`src/include/iopa_pkg.sv`:
```
// Constants, opcodes and register map of the accumulator execution block
package iopa_pkg;
    // Instruction parcel layout
    localparam int PARCEL_W = 16;
    localparam int DISP_W = 9;
    localparam int FUNC_W = 7;
    localparam int FUNC_LSB = 9;
    localparam int ACC_W = 16;
    localparam int CNT_W = 5;

    // Function codes handled here
    localparam logic [6:0] OP_PASS = 7'h00;
    localparam logic [6:0] OP_EXIT = 7'h01;
    localparam logic [6:0] OP_IEN0 = 7'h02;
    localparam logic [6:0] OP_IEN1 = 7'h03;
    localparam logic [6:0] OP_LSR = 7'h04;
    localparam logic [6:0] OP_LSL = 7'h05;
    localparam logic [6:0] OP_CSR = 7'h06;
    localparam logic [6:0] OP_CSL = 7'h07;
    localparam logic [6:0] OP_LDD = 7'h08;
    localparam logic [6:0] OP_ANDD = 7'h09;
    localparam logic [6:0] OP_ADDD = 7'h0a;
    localparam logic [6:0] OP_SUBD = 7'h0b;
    localparam logic [6:0] OP_LDK = 7'h0c;
    localparam logic [6:0] OP_ANDK = 7'h0d;
    localparam logic [6:0] OP_ADDK = 7'h0e;
    localparam logic [6:0] OP_SUBK = 7'h0f;

    // Branch and I/O codes that do not arm the system enable
    localparam logic [6:0] BRIO_A_LO = 7'h20;
    localparam logic [6:0] BRIO_A_HI = 7'h23;
    localparam logic [6:0] BRIO_B_LO = 7'h38;
    localparam logic [6:0] BRIO_B_HI = 7'h5f;

    // Shift limits
    localparam logic [4:0] LSR_MAX = 5'h10;
    localparam logic [4:0] LSL_MAX = 5'h11;
    localparam logic [4:0] ROT_LEN = 5'h11;

    // Least gap between a stack change and a return, in CPs
    localparam int EXIT_GAP_CP = 4;

    // Register byte offsets
    localparam logic [7:0] ADDR_PARCEL = 8'h00;
    localparam logic [7:0] ADDR_ACC = 8'h04;
    localparam logic [7:0] ADDR_PADDR = 8'h08;
    localparam logic [7:0] ADDR_ESP = 8'h0c;
    localparam logic [7:0] ADDR_FLAGS = 8'h10;
    localparam logic [1:0] ESTK_PAGE = 2'h1;

    // Field positions
    localparam int ACC_CARRY_BIT = 16;
    localparam int FLG_SIE = 0;
    localparam int FLG_DLY = 1;
    localparam int FLG_BOUND = 2;
    localparam int FLG_BUSY = 3;
    localparam int FLG_WAITK = 4;

    // Reset values
    localparam logic [15:0] ACC_RST = 16'h0000;
    localparam logic [15:0] P_RST = 16'h0000;
    localparam logic [31:0] RDATA_RST = 32'h0000_0000;

    typedef enum logic [1:0] {
        ST_IDLE,
        ST_WAIT_K,
        ST_EXEC1,
        ST_EXEC2
    } iopa_state_type;
endpackage : iopa_pkg

```
`src/hdl/iopa_core.sv`:
```
// Accumulator, exit stack and interrupt enable execution with AHB-Lite regs
`timescale 1ns/1ps
module iopa_core #(
    parameter int ESTK_DEPTH = 16
) (
    // Clock and reset
    input wire logic sys_clk,
    input wire logic sys_rst,
    // AHB-Lite slave
    input wire logic hsel,
    input wire logic [31:0] haddr,
    input wire logic [1:0] htrans,
    input wire logic hwrite,
    input wire logic [2:0] hsize,
    input wire logic hready,
    input wire logic [31:0] hwdata,
    output logic hreadyout,
    output logic [31:0] hrdata,
    output logic hresp,
    // Processor state
    output logic sys_int_en,
    output logic exit_bound
);
    localparam int EW = $clog2(ESTK_DEPTH);

    generate
        if (ESTK_DEPTH < 2 || ESTK_DEPTH > 16 ||
            (1 << EW) != ESTK_DEPTH) begin : g_bad_depth
            $error("ESTK_DEPTH must be a power of two from 2 to 16");
        end
    endgenerate

    iopa_pkg::iopa_state_type state_q;
    logic [6:0] op_q;
    logic [15:0] acc_q;
    logic carry_q;
    logic [15:0] addend_q;
    logic [16:0] res_q;
    logic [15:0] p_q;
    logic [EW-1:0] e_q;
    logic [15:0] estk_q [ESTK_DEPTH];
    logic sie_q;
    logic dly_q;
    logic bound_q;
    logic dph_q;
    logic dwrite_q;
    logic dmap_q;
    logic [7:0] daddr_q;
    logic rdy_q;
    logic [31:0] rdata_q;
    logic resp_q;

    // Branch and I/O codes never activate a pending enable
    function automatic logic is_brio(input logic [6:0] f);
        return (f >= iopa_pkg::BRIO_A_LO && f <= iopa_pkg::BRIO_A_HI) ||
               (f >= iopa_pkg::BRIO_B_LO && f <= iopa_pkg::BRIO_B_HI);
    endfunction : is_brio

    function automatic logic is_shift(input logic [6:0] f);
        return f == iopa_pkg::OP_LSR || f == iopa_pkg::OP_LSL ||
               f == iopa_pkg::OP_CSR || f == iopa_pkg::OP_CSL;
    endfunction : is_shift

    function automatic logic is_kop(input logic [6:0] f);
        return f == iopa_pkg::OP_LDK || f == iopa_pkg::OP_ANDK ||
               f == iopa_pkg::OP_ADDK || f == iopa_pkg::OP_SUBK;
    endfunction : is_kop

    // Bus address phase and data phase bookkeeping
    logic aphase;
    logic busy;
    logic ok;
    logic wr_go;
    logic in_estk;
    logic [EW-1:0] eidx;
    logic parcel_wr;
    logic issue;
    logic kwr;
    logic [6:0] f;
    logic [15:0] dz;
    logic [15:0] kval;
    logic [15:0] exit_tgt;

    assign aphase = hsel && htrans[1] && hready;
    assign busy = state_q == iopa_pkg::ST_EXEC1 ||
                  state_q == iopa_pkg::ST_EXEC2;
    // Parcel and accumulator writes stall while the datapath is busy
    assign ok = !(busy && dwrite_q && dmap_q &&
                  (daddr_q == iopa_pkg::ADDR_PARCEL ||
                   daddr_q == iopa_pkg::ADDR_ACC));
    assign wr_go = dph_q && dwrite_q && dmap_q && ok;
    assign in_estk = daddr_q[7:6] == iopa_pkg::ESTK_PAGE &&
                     {1'b0, daddr_q[5:2]} < 5'(ESTK_DEPTH);
    assign eidx = daddr_q[EW+1:2];
    assign parcel_wr = wr_go && daddr_q == iopa_pkg::ADDR_PARCEL;
    assign issue = parcel_wr && state_q == iopa_pkg::ST_IDLE;
    assign kwr = parcel_wr && state_q == iopa_pkg::ST_WAIT_K;
    assign f = hwdata[iopa_pkg::FUNC_LSB +: iopa_pkg::FUNC_W];
    assign dz = {7'h00, hwdata[iopa_pkg::DISP_W-1:0]};
    assign kval = hwdata[iopa_pkg::PARCEL_W-1:0];
    assign exit_tgt = estk_q[e_q];

    always_ff @(posedge sys_clk) begin
        if (sys_rst) begin
            dph_q <= 1'b0;
            dwrite_q <= 1'b0;
            dmap_q <= 1'b0;
            daddr_q <= 8'h00;
        end else if (aphase) begin
            dph_q <= 1'b1;
            dwrite_q <= hwrite;
            dmap_q <= haddr[31:8] == 24'h00_0000;
            daddr_q <= haddr[7:0];
        end else if (dph_q && ok) begin
            dph_q <= 1'b0;
        end
    end

    // One wait state per transfer, more while a write stalls, keeps hreadyout a flop
    always_ff @(posedge sys_clk) begin
        if (sys_rst) begin
            rdy_q <= 1'b1;
        end else if (aphase) begin
            rdy_q <= 1'b0;
        end else if (dph_q && ok) begin
            rdy_q <= 1'b1;
        end
    end

    always_ff @(posedge sys_clk) begin
        if (sys_rst) begin
            rdata_q <= iopa_pkg::RDATA_RST;
        end else if (dph_q && !dwrite_q && dmap_q) begin
            if (daddr_q == iopa_pkg::ADDR_ACC) begin
                rdata_q <= {15'h0000, carry_q, acc_q};
            end else if (daddr_q == iopa_pkg::ADDR_PADDR) begin
                rdata_q <= {16'h0000, p_q};
            end else if (daddr_q == iopa_pkg::ADDR_ESP) begin
                rdata_q <= {{(32-EW){1'b0}}, e_q};
            end else if (daddr_q == iopa_pkg::ADDR_FLAGS) begin
                rdata_q <= {27'h000_0000,
                            state_q == iopa_pkg::ST_WAIT_K,
                            busy, bound_q, dly_q, sie_q};
            end else if (in_estk) begin
                rdata_q <= {16'h0000, estk_q[eidx]};
            end else begin
                rdata_q <= 32'h0000_0000;
            end
        end else if (dph_q) begin
            rdata_q <= 32'h0000_0000;
        end
    end

    always_ff @(posedge sys_clk) begin
        resp_q <= 1'b0;
    end

    // Sequencer: issue, optional constant parcel, then two datapath cycles for shifts, adds and subtracts
    always_ff @(posedge sys_clk) begin
        if (sys_rst) begin
            state_q <= iopa_pkg::ST_IDLE;
            op_q <= iopa_pkg::OP_PASS;
        end else begin
            case (state_q)
                iopa_pkg::ST_IDLE: begin
                    if (issue) begin
                        op_q <= f;
                        if (is_shift(f) || f == iopa_pkg::OP_ADDD ||
                            f == iopa_pkg::OP_SUBD) begin
                            state_q <= iopa_pkg::ST_EXEC1;
                        end else if (is_kop(f)) begin
                            state_q <= iopa_pkg::ST_WAIT_K;
                        end
                    end
                end
                iopa_pkg::ST_WAIT_K: begin
                    if (kwr) begin
                        if (op_q == iopa_pkg::OP_ADDK ||
                            op_q == iopa_pkg::OP_SUBK) begin
                            state_q <= iopa_pkg::ST_EXEC1;
                        end else begin
                            state_q <= iopa_pkg::ST_IDLE;
                        end
                    end
                end
                iopa_pkg::ST_EXEC1: state_q <= iopa_pkg::ST_EXEC2;
                iopa_pkg::ST_EXEC2: state_q <= iopa_pkg::ST_IDLE;
                default: state_q <= iopa_pkg::ST_IDLE;
            endcase
        end
    end

    // Addend register; free once the operands reach the shifter or adder
    always_ff @(posedge sys_clk) begin
        if (sys_rst) begin
            addend_q <= 16'h0000;
        end else if (issue && (is_shift(f) || f == iopa_pkg::OP_ADDD ||
                               f == iopa_pkg::OP_SUBD)) begin
            addend_q <= dz;
        end else if (kwr) begin
            addend_q <= kval;
        end
    end

    // Shifter over the seventeen bit carry and accumulator
    logic [4:0] cnt;
    logic [4:0] rot;
    logic [16:0] cval;
    logic [33:0] dbl;
    logic [16:0] shift_res;

    assign cnt = addend_q[iopa_pkg::CNT_W-1:0];
    assign rot = cnt >= iopa_pkg::ROT_LEN ? cnt - iopa_pkg::ROT_LEN : cnt;
    assign cval = {carry_q, acc_q};
    assign dbl = {cval, cval};

    always_comb begin
        shift_res = cval;
        case (op_q)
            iopa_pkg::OP_LSR: begin
                shift_res = cnt > iopa_pkg::LSR_MAX ? 17'h0_0000
                                                    : cval >> cnt;
            end
            iopa_pkg::OP_LSL: begin
                shift_res = cnt > iopa_pkg::LSL_MAX ? 17'h0_0000
                                                    : cval << cnt;
            end
            iopa_pkg::OP_CSR: shift_res = 17'(dbl >> rot);
            iopa_pkg::OP_CSL: shift_res = dbl[33:17] << rot |
                                          17'(cval >> (5'd17 - rot));
            default: shift_res = cval;
        endcase
    end

    // Adder; subtract complements the addend, then adds one
    logic sub;
    logic [16:0] sum1;
    logic [16:0] sum2;
    logic [16:0] add_res;

    assign sub = op_q == iopa_pkg::OP_SUBD || op_q == iopa_pkg::OP_SUBK;
    assign sum1 = {1'b0, acc_q} + {1'b0, sub ? ~addend_q : addend_q};
    assign sum2 = {1'b0, sum1[15:0]} + {16'h0000, sub};
    // Carry flips once if either stage carries out
    assign add_res = {carry_q ^ (sum1[16] | sum2[16]),
                      sum2[15:0]};

    always_ff @(posedge sys_clk) begin
        if (sys_rst) begin
            res_q <= 17'h0_0000;
        end else if (state_q == iopa_pkg::ST_EXEC1) begin
            res_q <= is_shift(op_q) ? shift_res : add_res;
        end
    end

    // Accumulator and carry
    always_ff @(posedge sys_clk) begin
        if (sys_rst) begin
            acc_q <= iopa_pkg::ACC_RST;
            carry_q <= 1'b0;
        end else if (wr_go && daddr_q == iopa_pkg::ADDR_ACC) begin
            acc_q <= hwdata[15:0];
            carry_q <= hwdata[iopa_pkg::ACC_CARRY_BIT];
        end else if (issue && f == iopa_pkg::OP_LDD) begin
            acc_q <= dz;
            carry_q <= 1'b0;
        end else if (issue && f == iopa_pkg::OP_ANDD) begin
            acc_q <= acc_q & dz;
            carry_q <= 1'b0;
        end else if (kwr && op_q == iopa_pkg::OP_LDK) begin
            acc_q <= kval;
            carry_q <= 1'b0;
        end else if (kwr && op_q == iopa_pkg::OP_ANDK) begin
            acc_q <= acc_q & kval;
            carry_q <= 1'b0;
        end else if (state_q == iopa_pkg::ST_EXEC2) begin
            acc_q <= res_q[15:0];
            carry_q <= res_q[16];
        end
    end

    // Program address: advances per parcel, reloaded on return
    always_ff @(posedge sys_clk) begin
        if (sys_rst) begin
            p_q <= iopa_pkg::P_RST;
        end else if (wr_go && daddr_q == iopa_pkg::ADDR_PADDR) begin
            p_q <= hwdata[15:0];
        end else if (issue && f == iopa_pkg::OP_EXIT) begin
            p_q <= exit_tgt;
        end else if (issue || kwr) begin
            p_q <= p_q + 16'h0001;
        end
    end

    // Exit stack pointer; software must allow the settling gap itself
    always_ff @(posedge sys_clk) begin
        if (sys_rst) begin
            e_q <= '0;
        end else if (wr_go && daddr_q == iopa_pkg::ADDR_ESP) begin
            e_q <= hwdata[EW-1:0];
        end else if (issue && f == iopa_pkg::OP_EXIT && e_q != '0) begin
            e_q <= e_q - 1'b1;
        end
    end

    always_ff @(posedge sys_clk) begin
        if (wr_go && in_estk) begin
            estk_q[eidx] <= hwdata[15:0];
        end
    end

    // Boundary flag: a new underflow wins over a software clear
    always_ff @(posedge sys_clk) begin
        if (sys_rst) begin
            bound_q <= 1'b0;
        end else if (issue && f == iopa_pkg::OP_EXIT && e_q == '0) begin
            bound_q <= 1'b1;
        end else if (wr_go && daddr_q == iopa_pkg::ADDR_FLAGS &&
                     hwdata[iopa_pkg::FLG_BOUND]) begin
            bound_q <= 1'b0;
        end
    end

    // System interrupt enable with delayed arming
    always_ff @(posedge sys_clk) begin
        if (sys_rst) begin
            sie_q <= 1'b0;
            dly_q <= 1'b0;
        end else if (issue) begin
            if (f == iopa_pkg::OP_IEN0) begin
                sie_q <= 1'b0;
                dly_q <= 1'b0;
            end else if (f == iopa_pkg::OP_IEN1) begin
                dly_q <= 1'b1;
            end else if (dly_q && !is_brio(f)) begin
                sie_q <= 1'b1;
                dly_q <= 1'b0;
            end
        end
    end

    assign hreadyout = rdy_q;
    assign hrdata = rdata_q;
    assign hresp = resp_q;
    assign sys_int_en = sie_q;
    assign exit_bound = bound_q;
endmodule : iopa_core

```
`config.mk`:
```
export PLATFORM = sky130hd
export DESIGN_NAME = iopa_core
export DESIGN_NICKNAME = d
export VERILOG_FILES = /design/src/include/iopa_pkg.sv /design/src/hdl/iopa_core.sv
export SDC_FILE = /design/constraint.sdc
export NUM_CORES = 1
export LEC_CHECK = 0
export BUFFER_PORTS_ARGS = -buffer_cell sky130_fd_sc_hd__clkbuf_2
export CAP_MARGIN = 10
export CORE_ASPECT_RATIO = 1.75
export CORE_MARGIN = 2
export CORE_UTILIZATION = 44
export DETAILED_ROUTE_END_ITERATION = 6
export PLACE_DENSITY = 0.6
export SYNTH_ARGS = -nofsm -noshare
export SYNTH_HDL_FRONTEND = slang
export SYNTH_SLANG_ARGS = --single-unit
export TNS_END_PERCENT = 50
```
`constraint.sdc`:
```
create_clock -name sys_clk -period 12.8 [get_ports sys_clk]
set_input_delay 0.64 -clock sys_clk [delete_from_list [all_inputs] [get_ports sys_clk]]
set_output_delay 0.64 -clock sys_clk [all_outputs]
set_load 0.01 [all_outputs]
```
==> flow_summary.yaml, run 1 <==
status:
  status: "finished, violations left"
  violations: "design-rule violations"
final_layout:
  final_cells: 2781
  drive_gt1_share_pct: 22.1
  area_growth_pct: 9.74
  regArea_um2: 10100
  fin_area_um2: 25700
  multiInputGateArea_um2: 12600
  n_fill_cell: 4769
  nNetsFinal: 2176
run:
  drv_cap: 0
logic_synthesis:
  synth_compound_area_share_pct: 13.9
  synth_warnings: 0
  synthCells: 2056
  ys_async_sr_fraction_pct: 0
  synth_top_cell_by_area: "edfxtp_1"
  seq_area_frac_synth_pct: 43.1
  synth_fa_ha_area_share_pct: 1.42
  ys_types: 91
  netlist_top_cells_area: "edfxtp_1 (33%), mux4_2 (18%), dfxtp_1 (10%)"
  yosysTopAreaCellShare_pct: 32.9
  synth_area_per_cell_um2: 11.4
  yosysMostFrequentCell: "edfxtp_1"
  yosys.area_share.simple_pct: 12.9
  netlist_area_um2: 23400
  synth_edf_count: 256
  synth_top_family_by_area: "multiplexers"
  synth_common_cells: "edfxtp_1 (256), mux4_2 (192), nand2_1 (185), nor2_1 (185), a21oi_1 (126)"
  synth_flop_cell: "edfxtp_1"
  synth_seq_cells: 375
  synthXorXnorAreaFrac_pct: 1.98
  synthMuxAreaShare_pct: 23.0
grt:
  grt_pass1_vias: 19555
  grt.overflow.total: 0
  grtUsageTotal_pct: 31.4
  grt_antenna_before_repair: 4
  grt_max_degree: 60
  grt_pass1_wl_um: 125000
clock_network:
  hold_buffers: 0
  insertion_delay_ns: 0.55
  root_buffer: "clkbuf_16"
  cts_max_level: 2
  clk_pin_slew_worst_paths_ns: 0.07
  clockBufferDepth: 3
  cts_tree: "done"
  cts_buffers: 35
  cts_resized: 0
  cts_setup_buffers: 0
  cts_sinks: 375
die:
  dieArea_um2: 55100
  die_w_um: 178
  rows: 111
  ios: 110
  initial_utilization_pct: 44.5
  die_h_um: 309
  core_um2: 52500
routing:
  viasPerCell: 6.78
  drcViolationCount: 3
  wl_per_cell_um: 30.7
  final_antenna_net_count: 0
  wl_um: 85400
  vias: 18858
  dr.pass1.iters: 7
  drtIter0Drc: 1753
sta:
  setup_viol: 0
  finalCritPeriodShare_pct: 40.7
  finalHoldViolCount: 0
  min_period_ns: 5.21
  slew_violations: 0
  clock_skew_ns: 0.0280
  fin_tns_setup_ns: 0
  rsz0062_at_grt: "no"
  worstMarginPinSlew_ns: 1.43
  max_freq_mhz: 192
  max_slew_margin_pct: 4.60
place:
  placed_cells: 2715
  place_area_um2: 24500
  dp_hpwl_um: 59800
  portBuffers: 74
  place.gp.congestion: 1.01
power_and_ir_drop:
  cellLeakagePower_nw: 8.42
  p_per_area_nw_per_um2: 95.1
  p_total_mw: 2.44
  peakVddDrop_uv: 140
critical_path:
  worst_path_max_delay_cell: "dfxtp_1"
  r2r-start: "op_q[0]"
  reg2reg_slack_ns: 7.59
  crit_path_frequent_cell: "a211oi_1"
  path_class: "reg2reg"
  rr_endpoint: "res_q[16]"
  cp_num_buf_inv: 1
  cpLargestDelayFamily: "simple AND/OR/NAND/NOR gates"
  arrival_ns: 5.63
  slowest_delay_ns: 0.84
  critPathRequiredTime_ns: 13.22
  end_kind: "flop"
  critPathLaunchType: "flop"
  rr_worst_depth: 13
  cp_max_fo: 18
  crit_chain: "nand3_1 -> nor4_4 -> buf_4 -> xnor2_1 -> ha_1 -> a211oi_1 -> o211ai_1 -> a211oi_1 -> xor2_1 -> or4_1 -> nor4b_2 -> a21oi_1 -> or3b_1"
hold_path:
  hold_end: "daddr_q[7]"
  min_path_cells: 3
  worstHoldStart: "haddr[7]"
  hold_path.class: "in2reg"
power by group:
part           internal (mW)  total, mW  switching, mW
Sequential              1.29       1.30        0.00570
Combinational         0.0283     0.0815         0.0533
Clock                  0.586       1.06          0.473
layer usage:
metal / vias to the layer above / routed length [um] / GRT usage (%)
met4: 4 / 8240 / 24.4
met5: - / 24 / 0
met2: 956 / 44800 / 57.0
met1: 9316 / 26600 / 31.3
li1: 8155 / - / -
met3: 427 / 5760 / 5.35
area by class of cell:
cell class                      count  share of cell area [%]
Multi-Input combinational cell   1490                    49.0
Sequential cell                   375                    39.3
Clock buffer                       41                    3.62
Timing Repair Buffer              146                    3.56
Tap cell                          678                    3.31
Clock inverter                     22                   0.800
Inverter                           28                   0.410
Antenna cell                        1                 0.00975
placed cells by master (no fill, tap or decap), types with 7 or more instances in the layout:
cell type | Yosys | final
clkbuf_2 | 0 | 73
clkbuf_16 | 0 | 36
and3_1 | 20 | 20
o221ai_1 | 7 | 7
inv_1 | 24 | 24
o22ai_1 | 13 | 13
o211ai_1 | 37 | 37
nor3_1 | 48 | 43
xor2_1 | 29 | 29
xnor2_1 | 22 | 22
conb_1 | 1 | 16
dfxtp_1 | 119 | 112
a222oi_1 | 14 | 14
buf_4 | 16 | 71
clkinv_2 | 0 | 8
mux2i_1 | 78 | 77
nor4_1 | 13 | 13
edfxtp_1 | 256 | 256
nand3_1 | 56 | 56
ha_1 | 25 | 25
and2_1 | 13 | 13
nand2b_1 | 9 | 9
mux4_2 | 192 | 192
a211oi_1 | 38 | 38
nor2b_1 | 13 | 13
nand4_1 | 24 | 24
nor2_2 | 0 | 9
nand2_1 | 185 | 185
nand3b_1 | 8 | 8
a31oi_1 | 12 | 12
mux2_2 | 21 | 21
a21oi_1 | 126 | 126
a21o_1 | 11 | 11
o21ai_0 | 67 | 67
nor2_1 | 185 | 173
a22oi_1 | 23 | 23
or3_1 | 9 | 9
a221oi_1 | 28 | 28
kinds of logic after synthesis:
logic type / Yosys count
flip-flops: 375
XOR/XNOR: 52
buffers and inverters: 206
multiplexers: 293
other: 1
AO/OA/AOI/OAI: 474
adder cells (fa/ha/maj): 26
AND/OR/NAND/NOR: 629
state kept, by name, summed over array words and instances (netlist names), 2 cells and up, named ones only:
register and cells:
acc_q 16, state_q 2, res_q 17, estk_q 256, hrdata 17, op_q 7
e_q 4, daddr_q 8, addend_q 16, p_q 16
worst register-to-register path, stage by stage (launching register included):
cell      delay [ns]
dfxtp_1         0.84
nand3_1         0.24
nor4_4          0.18
buf_4           0.33
xnor2_1         0.22
ha_1            0.28
a211oi_1        0.66
o211ai_1        0.36
a211oi_1        0.32
xor2_1          0.15
or4_1           0.64
nor4b_2         0.41
a21oi_1         0.11
or3b_1          0.35
worst max-delay path by stage:
| stage | startpoint | to | slack [ns] | depth (start not counted) |
|---|---|---|---|---|
| 2_1_floorplan | op_q[3] | res_q[16] | 8.22 | 15 |
| 3_3_place_gp | op_q[0] | res_q[16] | 7.71 | 13 |
| 3_5_place_dp | op_q[0] | res_q[16] | 7.65 | 13 |
| 4_1_cts | op_q[0] | res_q[16] | 7.64 | 13 |
| 5_1_grt | op_q[0] | res_q[16] | 7.22 | 13 |
| 6_report | op_q[0] | res_q[16] | 7.59 | 13 |
per-stage QoR:
step	utilization (%)	worst slack, ns	hold WS (ns)
2_1_floorplan	-	8.22	0.420
5_1_grt	48.9	7.22	0.346
6_report	48.9	7.59	0.334
4_1_cts	48.8	7.64	0.321
3_5_place_dp	46.7	7.65	0.454
3_3_place_gp	46.7	7.71	0.459
No activity file was read; power rests on OpenSTA's default activity.
==> inputs of run 2 (changes only) <==
==> constraint.sdc (replaced) <==
create_clock -name sys_clk -period 4.9 [get_ports sys_clk]
set_input_delay 0.245 -clock sys_clk [delete_from_list [all_inputs] [get_ports sys_clk]]
set_output_delay 0.245 -clock sys_clk [all_outputs]
set_load 0.01 [all_outputs]
==> flow_summary.yaml, run 2 (synthesis gave the netlist of run 1 again) <==
place:
  place_area_um2: 24600
  dp_hpwl_um: 61500
  place.gp.congestion: 1.02
  portBuffers: 74
final_layout:
  top_register: "estk_q"
  fin_area_um2: 25900
  drive_gt1_share_pct: 22.9
  largest_register_ffs: 256
  n_fill_cell: 4702
  area_growth_pct: 10.9
  layout_commonest_cell: "edfxtp_1"
  final_cell_mix: "edfxtp_1 (256), mux4_2 (192), nand2_1 (185)"
  nNetsFinal: 2207
die:
  initial_utilization_pct: 44.5
  core_um2: 52500
  ios: 110
  rows: 111
  dieArea_um2: 55100
  die_h_um: 309
  die_w_um: 178
status:
  status: "complete, no violations"
clock_network:
  hold_buffers: 9
  root_buffer: "clkbuf_16"
  clockBufferDepth: 3
  cts_max_level: 2
  cts_resized: 0
  cts_buffers: 36
  insertion_delay_ns: 0.56
  clk_pin_slew_worst_paths_ns: 0.07
  cts_tree: "done"
  cts_setup_buffers: 0
  cts_sinks: 375
grt:
  grt.overflow.total: 0
  grtUsageTotal_pct: 32.7
  grt_pass1_wl_um: 129000
  grt_antenna_before_repair: 6
  grt_max_degree: 59
  grt_pass1_vias: 19470
critical_path:
  cp-startpoint: "addend_q[1]"
  arrival_ns: 5.11
  path_class: "reg2reg"
  reg2reg_slack_ns: 0.20
  critPathRequiredTime_ns: 5.31
  end_kind: "flop"
  critPathLaunchType: "flop"
  cp_max_fo: 12
  r2r-start: "addend_q[1]"
hold_path:
  hold_path.class: "in2reg"
  worstHoldStart: "hwdata[16]"
sta:
  fin_tns_setup_ns: 0
  rsz0062_at_grt: "no"
  max_freq_mhz: 213
  clock_skew_ns: 0.0302
  max_slew_margin_pct: 8.87
  worstMarginPinSlew_ns: 1.33
  slew_violations: 0
  holdWs_ns: 0.0574
  min_period_ns: 4.70
  finalCritPeriodShare_pct: 95.9
  finalHoldViolCount: 0
  setup_viol: 0
routing:
  wl_um: 88200
  vias: 19104
  viasPerCell: 6.79
  wl_per_cell_um: 31.3
  dr.pass1.iters: 7
  final_antenna_net_count: 0
  drtIter0Drc: 2013
  drcViolationCount: 0
power_and_ir_drop:
  cellLeakagePower_nw: 8.57
  p_per_area_nw_per_um2: 248
  p_total_mw: 6.43
  peakVddDrop_uv: 345
run:
  drv_cap: 0
-- run 2: cell types whose count changed in the layout (fill, tap and decap cells not counted), sizes merged --
cell and change:
diode +1, buf +22, dlygate4sd3 +9, clkbuf +2, clkinv -1, clkinvlp -1
-- run 2: per-stage QoR --
step / setup WS (ns) / utilization [%] / instances
after floorplan: 0.315 / - / 2071
after global placement: 0.524 / 47.0 / 2736
after detailed placement: 0.497 / 47.0 / 2736
after CTS: 0.486 / 49.3 / 2809
after global routing: 0.140 / 49.4 / 2813
final: 0.200 / 49.4 / 2813
-- run 2: power breakdown --
group	switching [mW]	internal, mW	leakage [nW]
Sequential	0.0161	3.38	3.26
Combinational	0.142	0.0784	4.74
Clock	1.27	1.55	0.564
-- run 2: final cells by class --
cell class                 count  area [um^2]  area share, %
antenna                        2         5.00         0.0193
clock buffer                  44          942           3.63
clock inverter                20          211          0.816
inverter                      28          105          0.405
multi-input combinational   1490        12600           48.5
sequential                   375        10100           38.9
tap                          678          848           3.27
timing repair buffer         176         1160           4.49
-- run 2: worst paths after layout --
kind,endpoint,cells after the start
hold / removal,carry_q,3
setup / recovery,res_q[8],9
setup reg to reg,res_q[8],9
hold reg to reg,addend_q[12],2
-- run 2: worst max-delay path, stage by stage, from the launching register on --
cell and delay (ns):
dfxtp_2 0.39, inv_1 0.21, ha_1 0.33, or4_4 0.51, a21oi_4 0.54, mux2i_1 1.14, mux4_2 0.56, mux2i_1 0.09
o21ai_0 0.60, a41oi_2 0.19
-- run 2: metal layers --
layer  vias up  share of wire, %  GRT usage, %
met5         -             0.045             0
met4         6               9.6          27.2
met3       419               7.9          7.77
met2      1011                52          57.4
met1      9437                30          32.3
li1       8231                 -             -
==> inputs of run 3 (changes only) <==
--- a/config.mk
+++ b/config.mk
@@ -11,6 +11,7 @@
 export CORE_MARGIN = 2
 export CORE_UTILIZATION = 44
 export DETAILED_ROUTE_END_ITERATION = 6
+export GPL_TIMING_DRIVEN = 0
 export PLACE_DENSITY = 0.6
 export SYNTH_ARGS = -nofsm -noshare
 export SYNTH_HDL_FRONTEND = slang
==> flow_summary.yaml, run 3 (synthesis gave the netlist of run 1 again) <==
status:
  status: "finished, violations left"
  violations: "negative setup slack"
clock_network:
  cts_buffers: 36
  clockBufferDepth: 3
  insertion_delay_ns: 0.56
  clk_pin_slew_worst_paths_ns: 0.08
  cts_sinks: 375
  cts_max_level: 2
  root_buffer: "clkbuf_16"
  cts_tree: "done"
final_layout:
  top_register: "estk_q"
  area_growth_pct: 14.5
  final_cell_mix: "edfxtp_1 (256), mux4_2 (192), nand2_1 (185)"
  largest_register_ffs: 256
  layout_commonest_cell: "edfxtp_1"
  final_cells: 2941
  final_core_util_pct: 51.0
  drive_gt1_share_pct: 22.6
  nNetsFinal: 2330
sta:
  setup_viol: 1
  max_slew_margin_pct: 7.08
  finalHoldViolCount: 0
  finalCritPeriodShare_pct: 103
  min_period_ns: 5.04
  worstMarginPinSlew_ns: 1.39
  slew_violations: 0
  fin_tns_setup_ns: -0.136
  setup_slack_ns: -0.136
  clock_skew_ns: 0.0297
  max_freq_mhz: 199
routing:
  drtIter0Drc: 2395
  drcViolationCount: 0
  wl_um: 106000
  vias: 20566
  wl_per_cell_um: 36.2
  final_antenna_net_count: 0
  dr.pass1.iters: 7
  viasPerCell: 6.99
place:
  portBuffers: 74
  dp_hpwl_um: 79000
  place.gp.congestion: 1.04
  placed_cells: 2846
power_and_ir_drop:
  peakVddDrop_uv: 328
  cellLeakagePower_nw: 8.82
  p_per_area_nw_per_um2: 244
die:
  dieArea_um2: 55100
  ios: 110
  rows: 111
  die_w_um: 178
  core_um2: 52500
  die_h_um: 309
  initial_utilization_pct: 44.5
critical_path:
  reg2reg_slack_ns: -0.14
  end_kind: "flop"
  worstSetupEndpoint: "res_q[13]"
  arrival_ns: 5.48
  critPathLaunchType: "flop"
  rr_worst_depth: 14
  rr_endpoint: "res_q[13]"
  r2r-start: "addend_q[1]"
  cp-startpoint: "addend_q[1]"
  critPathRequiredTime_ns: 5.34
  cp_max_fo: 10
  path_class: "reg2reg"
grt:
  grt_antenna_before_repair: 14
  grt_max_degree: 23
  grtUsageTotal_pct: 39.7
  grt_pass1_wl_um: 151000
  grt_pass1_vias: 20603
  grt.overflow.total: 0
run:
  drv_cap: 0
hold_path:
  hold_path.class: "in2reg"
==> run 3: cell type report <==
type                       count  area (um^2)
tap                          678          848
timing repair buffer         122          923
clock buffer                  46          938
fill                        4673        25700
sequential                   375        10100
multi-input combinational   1490        12800
antenna                        9         22.5
buffer                       177          837
clock inverter                16          225
inverter                      28          109
==> run 3: repair_timing <==
| action | 4_1_cts | 5_1_grt |
|---|---|---|
| resized for setup | 40 | 36 |
| buffers inserted | 3 | 3 |
| hold buffers | 8 | 0 |
| endpoints found under the setup margin | 17 | 17 |
| pin swaps | 3 | 4 |
| hold endpoints to repair | 11 | 0 |
==> run 3: worst min-delay path by stage <==
| stage | startpoint | to | cells past startpoint | slack (ns) |
|---|---|---|---|---|
| floorplan | hwdata[0] | estk_q[0][0] | 0 | 0.34 |
| global placement | daddr_q[1] | daddr_q[1] | 2 | 0.46 |
| detailed placement | addend_q[9] | addend_q[9] | 2 | 0.46 |
| CTS | haddr[3] | daddr_q[3] | 3 | 0.03 |
| global route | haddr[3] | daddr_q[3] | 3 | 0.07 |
| finish | haddr[3] | daddr_q[3] | 3 | 0.03 |
==> run 3: per-stage QoR <==
stage          worst slack (ns)  power (mW)  cell area [um^2]  hold slack, ns
3_5_place_dp              -1.51        3.70             25000           0.462
3_3_place_gp              -1.94        3.70             24700           0.456
5_1_grt                  -0.210        6.66             26800          0.0657
6_report                 -0.136        6.54             26800          0.0311
2_1_floorplan             0.315        3.58             23400           0.344
4_1_cts                  0.0144        6.54             26400          0.0297
==> run 3: critical path, stage by stage, from the launching register on <==
cell and delay [ns]:
dfxtp_4 0.44, buf_4 0.22, buf_4 0.23, buf_6 0.19, clkinvlp_4 0.18, ha_2 0.30
or4_4 0.43, buf_6 0.17, a21oi_4 0.26, mux2i_2 0.64, mux2i_1 0.20, mux2i_2 0.67
o221ai_1 0.26, a311o_1 0.43, a32o_1 0.28
==> run 3: where the power goes <==
group	switching (mW)	internal, mW
combinational	0.176	0.0882
clock	1.27	1.63
sequential	0.00490	3.38
total	1.45	5.09
==> run 3: metal layers <==
layer	track usage, %	wire length, um	up-vias
li1	-	-	8487
met5	0	71	-
met2	67.7	53900	1376
met4	39.3	12900	12
met1	36.2	30900	10096
met3	12.4	8630	595
